### config.mk
export PLATFORM = sky130hd
export DESIGN_NAME = hpr_top
export DESIGN_NICKNAME = d
export VERILOG_FILES = /design/src/design/hpr_pkg.sv /design/src/design/hpr_top.sv
export VERILOG_INCLUDE_DIRS = /design/src /design/src/design
export SDC_FILE = /design/constraint.sdc
export NUM_CORES = 1
export LEC_CHECK = 0
export BUFFER_PORTS_ARGS = -buffer_cell sky130_fd_sc_hd__buf_4
export CAP_MARGIN = 5
export CORE_UTILIZATION = 35
export DETAILED_ROUTE_END_ITERATION = 10
export PLACE_DENSITY_LB_ADDON = 0.25
export SLEW_MARGIN = 5
export SYNTH_ARGS = -nofsm -noshare
export SYNTH_HDL_FRONTEND = slang
export SYNTH_SLANG_ARGS = --single-unit
### constraint.sdc
create_clock -name clk_sys -period 2.43 [get_ports clk_sys]
set_input_delay 0.243 -clock clk_sys [delete_from_list [all_inputs] [get_ports clk_sys]]
set_output_delay 0.243 -clock clk_sys [all_outputs]
set_load 0.02 [all_outputs]
### src/design/hpr_defs.svh
`ifndef HPR_DEFS_SVH
`define HPR_DEFS_SVH
// ****************************************
// Register addresses (full 23-bit address)
// ****************************************
`define HPR_A_CFG 23'h000000
`define HPR_A_MON 23'h000057
`define HPR_A_SRST 23'h00007f
`define HPR_A_CNT0 23'h000084
`define HPR_A_CNT1 23'h000085
// ****************************************
// Field positions and codes
// ****************************************
`define HPR_CFG_CUT 5
`define HPR_CNT1_REQ 8
`define HPR_C_PULSE 16'had00
`define HPR_C_HOLD 16'haa00
`define HPR_C_REL 16'hdd00
`define HPR_MON_RST 16'h0000
`define HPR_CNT_MAX 8'hff
`define HPR_CLR_IDLE 2'h0
`define HPR_CLR_DONE 2'h2
`define HPR_PIN_RST 3'h6
// ****************************************
// Timing
// ****************************************
`define HPR_CLK_NS 10
`define HPR_RECOV_NS 5000000
`define HPR_RECOV_CYC (`HPR_RECOV_NS / `HPR_CLK_NS)
`endif

### src/design/hpr_pkg.sv
package hpr_pkg;
    // Serial word phases
    typedef enum logic [1:0] {
        ST_CW1 = 2'b00,
        ST_CW2 = 2'b01,
        ST_DATA = 2'b10,
        ST_SKIP = 2'b11
    } hpr_st_t;
    // First command word layout
    typedef struct packed {
        logic rd;
        logic bcast;
        logic step;
        logic rsv;
        logic [4:0] unit;
        logic [6:0] hi;
    } hpr_cw_t;
    // Monitored link status
    typedef struct packed {
        logic carrier;
        logic [2:0] rate;
        logic lock;
    } hpr_stat_t;
endpackage

### src/design/hpr_top.sv
`timescale 1ns/1ps
`include "hpr_defs.svh"
// How it works
// - Reset: pass-through on, unit identifier zero
// - Autostep applies data to consecutive registers
// - Accept only matching unit identifier or broadcast
// - Three change counters at 0x84, 0x85
// - Counters saturate at 255 until cleared
// - Clear request zeroes counters, state two
// - Request dropped returns state to idle
// - No host access during boot
// - Code AD00 pulses reset then recovers
// - AA00 holds reset, DD00 releases
// - Reset register reads AA00 while reset is held, else zero
// - In reset only reset register acts
// - Logic leaves reset 5ms after release
// - Reset via 0xAD00 to 0x007F, broadcast allowed
// - Autostep bit; advance until select rises
// - Reset register at 7F, read/write
module hpr_top
    import hpr_pkg::*;
#(
    parameter int unsigned RECOV_CYC = `HPR_RECOV_CYC
) (
    input wire logic clk_sys,
    input wire logic rst_n,
    input wire logic ce,
    input wire logic sclk,
    input wire logic cs_n,
    input wire logic sdin,
    input wire hpr_stat_t stat,
    output logic sdout,
    output logic logic_rst,
    output logic cut,
    output logic [15:0] mon_cfg
);
    // ****************************************
    // Pin synchronisers
    // ****************************************
    logic [2:0] pins;
    logic [2:0] s1, s2, s3, flt, next_flt;
    logic rise, fall, desel;

    assign pins = {sclk, cs_n, sdin};

    genvar g;
    generate
        for (g = 0; g < 3; g++) begin : g_sync
            // Level moves only once stages two and three agree
            always_comb begin
                next_flt[g] = (s2[g] == s3[g]) ? s3[g] : flt[g];
            end
            always_ff @(posedge clk_sys or negedge rst_n) begin
                if (!rst_n) begin
                    s1[g] <= 1'(`HPR_PIN_RST >> g); // Idle level, no edge
                    s2[g] <= 1'(`HPR_PIN_RST >> g);
                    s3[g] <= 1'(`HPR_PIN_RST >> g);
                    flt[g] <= 1'(`HPR_PIN_RST >> g);
                end else if (ce) begin
                    s1[g] <= pins[g];
                    s2[g] <= s1[g];
                    s3[g] <= s2[g];
                    flt[g] <= next_flt[g];
                end
            end
        end
    endgenerate

    // Edges seen on the filtered serial clock
    assign rise = next_flt[2] & ~flt[2];
    assign fall = ~next_flt[2] & flt[2];
    assign desel = next_flt[1];

    // ****************************************
    // Serial port engine and registers
    // ****************************************
    hpr_st_t st, next_st;
    hpr_cw_t cw, next_cw;
    logic [3:0] cnt, next_cnt;
    logic [15:0] sh, next_sh, osh, next_osh, w, rv;
    logic [22:0] addr, next_addr, ra;
    logic [4:0] unit, next_unit;
    logic next_cut, next_sdout, hold, next_hold;
    logic clr_req, next_clr_req, next_logic_rst, wr_en;
    logic [15:0] next_mon;
    logic [19:0] rcnt, next_rcnt;
    logic [1:0] clr_st;
    logic [7:0] cnt8 [3];

    // Unit match, broadcast reaches every unit
    function automatic logic hit(hpr_cw_t c, logic [4:0] u);
        hit = c.bcast | (c.unit == u);
    endfunction

    // Read word for the address about to be served
    always_comb begin
        ra = (st == ST_CW2) ? {cw.hi, w} : addr + 23'h1;
        case (ra)
            `HPR_A_CFG: rv = {10'h0, cut, unit};
            `HPR_A_MON: rv = mon_cfg;
            `HPR_A_SRST: rv = hold ? `HPR_C_HOLD : 16'h0000;
            `HPR_A_CNT0: rv = {cnt8[1], cnt8[0]};
            `HPR_A_CNT1: rv = {5'h0, clr_st, clr_req, cnt8[2]};
            default: rv = 16'h0000;
        endcase
        // Nothing but the reset register answers in reset
        if (logic_rst && ra != `HPR_A_SRST) begin
            rv = 16'h0000;
        end
    end

    // Word assembly, address stepping and register writes
    always_comb begin
        next_st = st;
        next_cw = cw;
        next_cnt = cnt;
        next_sh = sh;
        next_osh = osh;
        next_addr = addr;
        next_unit = unit;
        next_cut = cut;
        next_mon = mon_cfg;
        next_hold = hold;
        next_clr_req = clr_req;
        next_rcnt = rcnt;
        wr_en = 1'b0;
        w = {sh[14:0], next_flt[0]};
        // Recovery runs only once the hold is gone
        if (!hold && rcnt != 20'h0) begin
            next_rcnt = rcnt - 20'h1;
        end
        // Config stays at defaults while reset stands
        if (logic_rst) begin
            next_unit = 5'h0;
            next_cut = 1'b0;
            next_mon = `HPR_MON_RST;
            next_clr_req = 1'b0;
        end
        if (rise) begin
            next_sh = w;
            next_cnt = cnt + 4'h1;
            if (cnt == 4'hf) begin
                case (st)
                    ST_CW1: begin
                        next_cw = w;
                        next_st = ST_CW2;
                    end
                    ST_CW2: begin
                        next_addr = {cw.hi, w};
                        next_st = hit(cw, unit) ? ST_DATA : ST_SKIP;
                        next_osh = rv;
                    end
                    ST_DATA: begin
                        wr_en = !cw.rd
                            && (!logic_rst || addr == `HPR_A_SRST);
                        if (cw.step) begin
                            next_addr = addr + 23'h1;
                            next_osh = rv;
                        end else begin
                            next_st = ST_SKIP;
                        end
                    end
                    default: ;
                endcase
            end
        end
        if (wr_en) begin
            case (addr)
                `HPR_A_CFG: begin
                    next_unit = w[4:0];
                    next_cut = w[`HPR_CFG_CUT];
                end
                `HPR_A_MON: next_mon = w;
                `HPR_A_CNT1: next_clr_req = w[`HPR_CNT1_REQ];
                `HPR_A_SRST: begin
                    if (w == `HPR_C_PULSE) begin
                        next_rcnt = 20'(RECOV_CYC);
                    end else if (w == `HPR_C_HOLD) begin
                        next_hold = 1'b1;
                    end else if (w == `HPR_C_REL && hold) begin
                        next_hold = 1'b0;
                        next_rcnt = 20'(RECOV_CYC);
                    end
                end
                default: ;
            endcase
        end
        // Read data leaves on the falling edge, else pass-through, or zero while cut is set
        if (st == ST_DATA && cw.rd) begin
            next_sdout = sdout;
            if (fall) begin
                next_sdout = osh[15];
                next_osh = {osh[14:0], 1'b0};
            end
        end else begin
            next_sdout = cut ? 1'b0 : next_flt[0];
        end
        // Select rising ends any transfer
        if (desel) begin
            next_st = ST_CW1;
            next_cnt = 4'h0;
        end
        next_logic_rst = next_hold | (next_rcnt != 20'h0);
    end

    always_ff @(posedge clk_sys or negedge rst_n) begin
        if (!rst_n) begin
            st <= ST_CW1;
            cw <= '0;
            cnt <= 4'h0;
            sh <= 16'h0;
            osh <= 16'h0;
            addr <= 23'h0;
            unit <= 5'h0;
            cut <= 1'b0;
            mon_cfg <= `HPR_MON_RST;
            hold <= 1'b0;
            clr_req <= 1'b0;
            rcnt <= 20'h0;
            sdout <= 1'b0;
            logic_rst <= 1'b0;
        end else if (ce) begin
            st <= next_st;
            cw <= next_cw;
            cnt <= next_cnt;
            sh <= next_sh;
            osh <= next_osh;
            addr <= next_addr;
            unit <= next_unit;
            cut <= next_cut;
            mon_cfg <= next_mon;
            hold <= next_hold;
            clr_req <= next_clr_req;
            rcnt <= next_rcnt;
            sdout <= next_sdout;
            logic_rst <= next_logic_rst;
        end
    end

    // ****************************************
    // Sticky change counters
    // ****************************************
    hpr_stat_t prev, next_prev;
    logic [2:0] ev;
    logic [7:0] next_cnt8 [3];
    logic [1:0] next_clr_st;
    logic clr_go;

    // Change count and four-way clear handshake
    always_comb begin
        next_prev = stat;
        next_clr_st = clr_st;
        ev[0] = stat.carrier != prev.carrier;
        ev[1] = stat.rate != prev.rate;
        ev[2] = stat.lock != prev.lock;
        clr_go = clr_req && clr_st == `HPR_CLR_IDLE;
        if (clr_go) begin
            next_clr_st = `HPR_CLR_DONE;
        end else if (clr_st == `HPR_CLR_DONE && !clr_req) begin
            next_clr_st = `HPR_CLR_IDLE;
        end
        for (int i = 0; i < 3; i++) begin
            next_cnt8[i] = cnt8[i];
            // A change in the clear cycle still counts once
            if (clr_go) begin
                next_cnt8[i] = ev[i] ? 8'h01 : 8'h00;
            end else if (ev[i] && cnt8[i] != `HPR_CNT_MAX) begin
                next_cnt8[i] = cnt8[i] + 8'h01;
            end
        end
        if (logic_rst) begin
            next_clr_st = `HPR_CLR_IDLE;
            for (int i = 0; i < 3; i++) begin
                next_cnt8[i] = 8'h00;
            end
        end
    end

    always_ff @(posedge clk_sys or negedge rst_n) begin
        if (!rst_n) begin
            prev <= '0;
            clr_st <= `HPR_CLR_IDLE;
            for (int i = 0; i < 3; i++) begin
                cnt8[i] <= 8'h00;
            end
        end else if (ce) begin
            prev <= next_prev;
            clr_st <= next_clr_st;
            for (int i = 0; i < 3; i++) begin
                cnt8[i] <= next_cnt8[i];
            end
        end
    end
endmodule // hpr_top

==> impl_metrics.yaml <==
timing:
  final-setup-viol-count: 16
  slew_violations: 0
  hold_viol_final: 0
  rsz0062_at_grt: "true"
  final.setup.tns_ns: -1.48
  fmax_mhz: 390
  tightest_slew_ns: 0.668
  slew_headroom_pct: 55.2
  final.setup.worst_slack_ns: -0.137
  clock_skew_ns: 0.0132
  fin_crit_sh_pct: 106
  period_needed_ns: 2.57
finish:
  finalNonFillerCells: 1591
  final_area_um2: 12700
  final_util_pct: 47.1
  diodes: 0
  drive_above_1_share_pct: 32.9
  area_growth_syn_to_layout_pct: 32.6
  finalNetCount: 1261
clocking:
  clockRootBuffer: "clkbuf_16"
  cts_buffer_depth: 2
  cts_buffers: 17
  cts_tree: "done"
  htreeDepth: 4
  numClockSinks: 163
  clk_pin_slew_ns: 0.07
  clk_latency_ns: 0.44
worst_setup_path:
  crit_fanout: 5
  reg2reg_depth: 10
  critPathMostFrequentCell: "buf_6"
  crit_path_start_kind: "register"
  worstPathCellList: "maj3_2 -> buf_6 -> mux2i_4 -> nand2_1 -> mux2_4 -> o32a_1 -> a211oi_4 -> buf_6 -> nand2_8 -> o31ai_4"
  ff2ff_setup_slack_ns: -0.14
  crit_type: "register to register"
  cp_num_buf_inv: 2
  required_ns: 2.77
  reg2reg_to: "osh[11]"
  arrival_ns: 2.91
  crit_family: "compound AO/OA/AOI/OAI gates"
  end_kind: "register"
  cpMaxStageDelayCell: "maj3_2"
  cpPeakStageDelay_ns: 0.40
  r2r_start: "s2[0]"
power:
  seqPwrFrac_pct: 44.1
  pwr_density_cell_nw_per_um2: 551
  intPower_mw: 4.78
  ir_drop_v: 0.000493
  netSwitchingFraction_pct: 31.4
  clkPwrFrac_pct: 39.0
  p_sw_mw: 2.19
  power.total_mw: 6.97
  leakagePower_nw: 5.38
  pwr-share-comb_pct: 16.9
flow_run:
  drv_cap: 0
die:
  die-area_um2: 27900
  die_w_um: 167
  core_um2: 26900
  start_util_pct: 35.5
  rows: 60
  fp.dieH_um: 167
  io_pins: 30
yosys:
  synth_cells: 1051
  yosys.area.top_type: "dfrtp_1"
  synth-edff-count: 0
  synth.area.top_cells: "dfrtp_1 41%, nand2_1 5.3%, mux2_2 4.8%, a21oi_1 3.3%, o21ai_0 3.3%"
  synth_seq_area_share_pct: 42.8
  ys_top_cells_by_count: "155 x dfrtp_1, 134 x nand2_1, 78 x nor2_1"
  yosysTopAreaCellShare_pct: 40.6
  netlist_area_um2: 9550
  synth_cell_type_count: 86
  syn_nets: 1075
  synthArstFlopShare_pct: 100
  yosysWarningCount: 0
  synth-seq-cells: 163
  yosysMostFrequentCell: "dfrtp_1"
  ys.flop_type: "dfrtp_1"
  synth_area_per_cell_um2: 9.08
worst_hold_path:
  hold_class: "input pin to register"
  min_to: "s1[2]"
  hp-start: "sclk"
  hold_depth: 2
route:
  first_iter_violations: 736
  drt.antenna.violating_nets: 0
  wirelength_um: 30400
  wl_per_cell_um: 19.1
  via_per_inst: 5.64
  drc: 0
  vias: 8969
  first_pass_iters: 5
place:
  placed_area_um2: 11500
  port_buffers: 29
  gp_congestion: 0.962
  dpl.hpwl_um: 22000
  placed_cells: 1542
global_route:
  grt_overflow: 0
  first_global_vias: 8733
  grt_pass1_wl_um: 48500
  gr-usage-all-layers_pct: 22.2
  antenna_found_initial: 0
  grt_max_degree: 72
outcome:
  violations: "setup timing"
  outcome: "finished with violations"
state kept, by name, indices dropped and copies added (netlist names), 2 cells and up:
name,count
addr,23
osh,16
s2,3
flt,3
cnt,4
st,2
s1,3
cnt8,24
rcnt,20
s3,3
mon_cfg,16
prev,5
sh,15
cw,15
unit,5
stage by stage:
step / setup slack, ns / hold slack [ns]
after floorplan: -0.101 / -0.0526
after global placement: -0.316 / 0.186
after detailed placement: -0.344 / 0.186
after CTS: -0.116 / 0.0284
after global routing: -0.302 / 0.0382
final: -0.137 / 0.0401
kinds of logic (layout without fill, tap and decap cells):
family | Yosys count | count (layout) | synth area share [%]
buffers and inverters | 89 | 287 | 4.08
AND/OR/NAND/NOR | 407 | 408 | 21.4
multiplexers | 47 | 47 | 5.64
adder cells (fa/ha/maj) | 15 | 15 | 1.93
flip-flops | 163 | 163 | 42.8
AO/OA/AOI/OAI | 291 | 291 | 20.5
XOR/XNOR | 39 | 39 | 3.58
worst max-delay path by stage:
stage	slack [ns]	cells after the start	start	endpoint
after floorplan	-0.10	9	addr[4]	osh[11]
after global placement	-0.32	11	st[1]	osh[11]
after detailed placement	-0.34	11	st[1]	osh[11]
after CTS	-0.12	12	addr[5]	osh[0]
after global routing	-0.30	8	addr[16]	osh[0]
final	-0.14	10	s2[0]	osh[11]
area by class of cell:
cell class	count	area [um^2]
tap	341	427
multi-input combinational	800	5520
fill	2538	14200
clock inverter	15	159
sequential	163	4090
timing repair buffer	236	1950
clock buffer	17	425
inverter	19	73.8
placed cells by master (no fill, tap or decap), types with 5 or more instances in the layout:
| master | instances |
|---|---|
| and3_1 | 7 |
| a21o_1 | 6 |
| nor4_1 | 18 |
| a22oi_1 | 23 |
| o21ai_0 | 45 |
| a31oi_1 | 13 |
| dfrtp_1 | 151 |
| buf_12 | 9 |
| buf_6 | 17 |
| a21oi_1 | 58 |
| buf_4 | 209 |
| ha_1 | 8 |
| and3_4 | 7 |
| mux2_2 | 39 |
| nor2_1 | 75 |
| o22ai_1 | 12 |
| inv_1 | 17 |
| dfstp_2 | 8 |
| o31ai_1 | 10 |
| nand2_1 | 131 |
| inv_8 | 6 |
| nand3_1 | 42 |
| nor3_1 | 21 |
| and2_1 | 6 |
| xor2_1 | 19 |
| and4_1 | 8 |
| xnor2_1 | 17 |
| o21ai_1 | 16 |
| clkbuf_16 | 17 |
| o21ai_2 | 16 |
| a21oi_2 | 5 |
| nand4_1 | 20 |
| or3_1 | 21 |
| a22o_1 | 31 |
worst reg2reg max path: cells and delay by family (launching register included):
kind / cells / cell delay [ns]
simple gates: 2 / 0.18
flops: 1 / 0.39
mux: 2 / 0.42
fa+ha+maj: 1 / 0.40
compound gates: 3 / 0.74
buf+inv: 2 / 0.35
power by group through the flow:
| stage | sequential, mW | clock, mW | combinational (mW) |
|---|---|---|---|
| after floorplan | 3.07 | 0 | 0.601 |
| after detailed placement | 3.12 | 0 | 1.11 |
| after global routing | 3.10 | 2.89 | 1.31 |
| final | 3.07 | 2.72 | 1.18 |
| after CTS | 3.07 | 2.78 | 1.13 |
| after global placement | 3.12 | 0 | 1.11 |
metal layers:
layer  vias to the layer above  global-route usage (%)  share of wire [%]
met1                      4391                    31.1                 46
met4                         0                    8.38                2.8
met5                         -                       0                  0
li1                       4255                       -                  -
met3                        56                    3.59                5.3
met2                       267                    34.3                 46
what timing repair did:
| item | in CTS | in global routing |
|---|---|---|
| gates resized for setup | 54 | 66 |
| endpoints found under the setup margin | 59 | 67 |
| endpoints found under the hold margin | 36 | 0 |
| hold buffers | 1 | 0 |
| cloned | 1 | 0 |
| pin swaps | 14 | 27 |
| buffers inserted | 5 | 11 |
No activity file was read; power rests on OpenSTA's default activity.
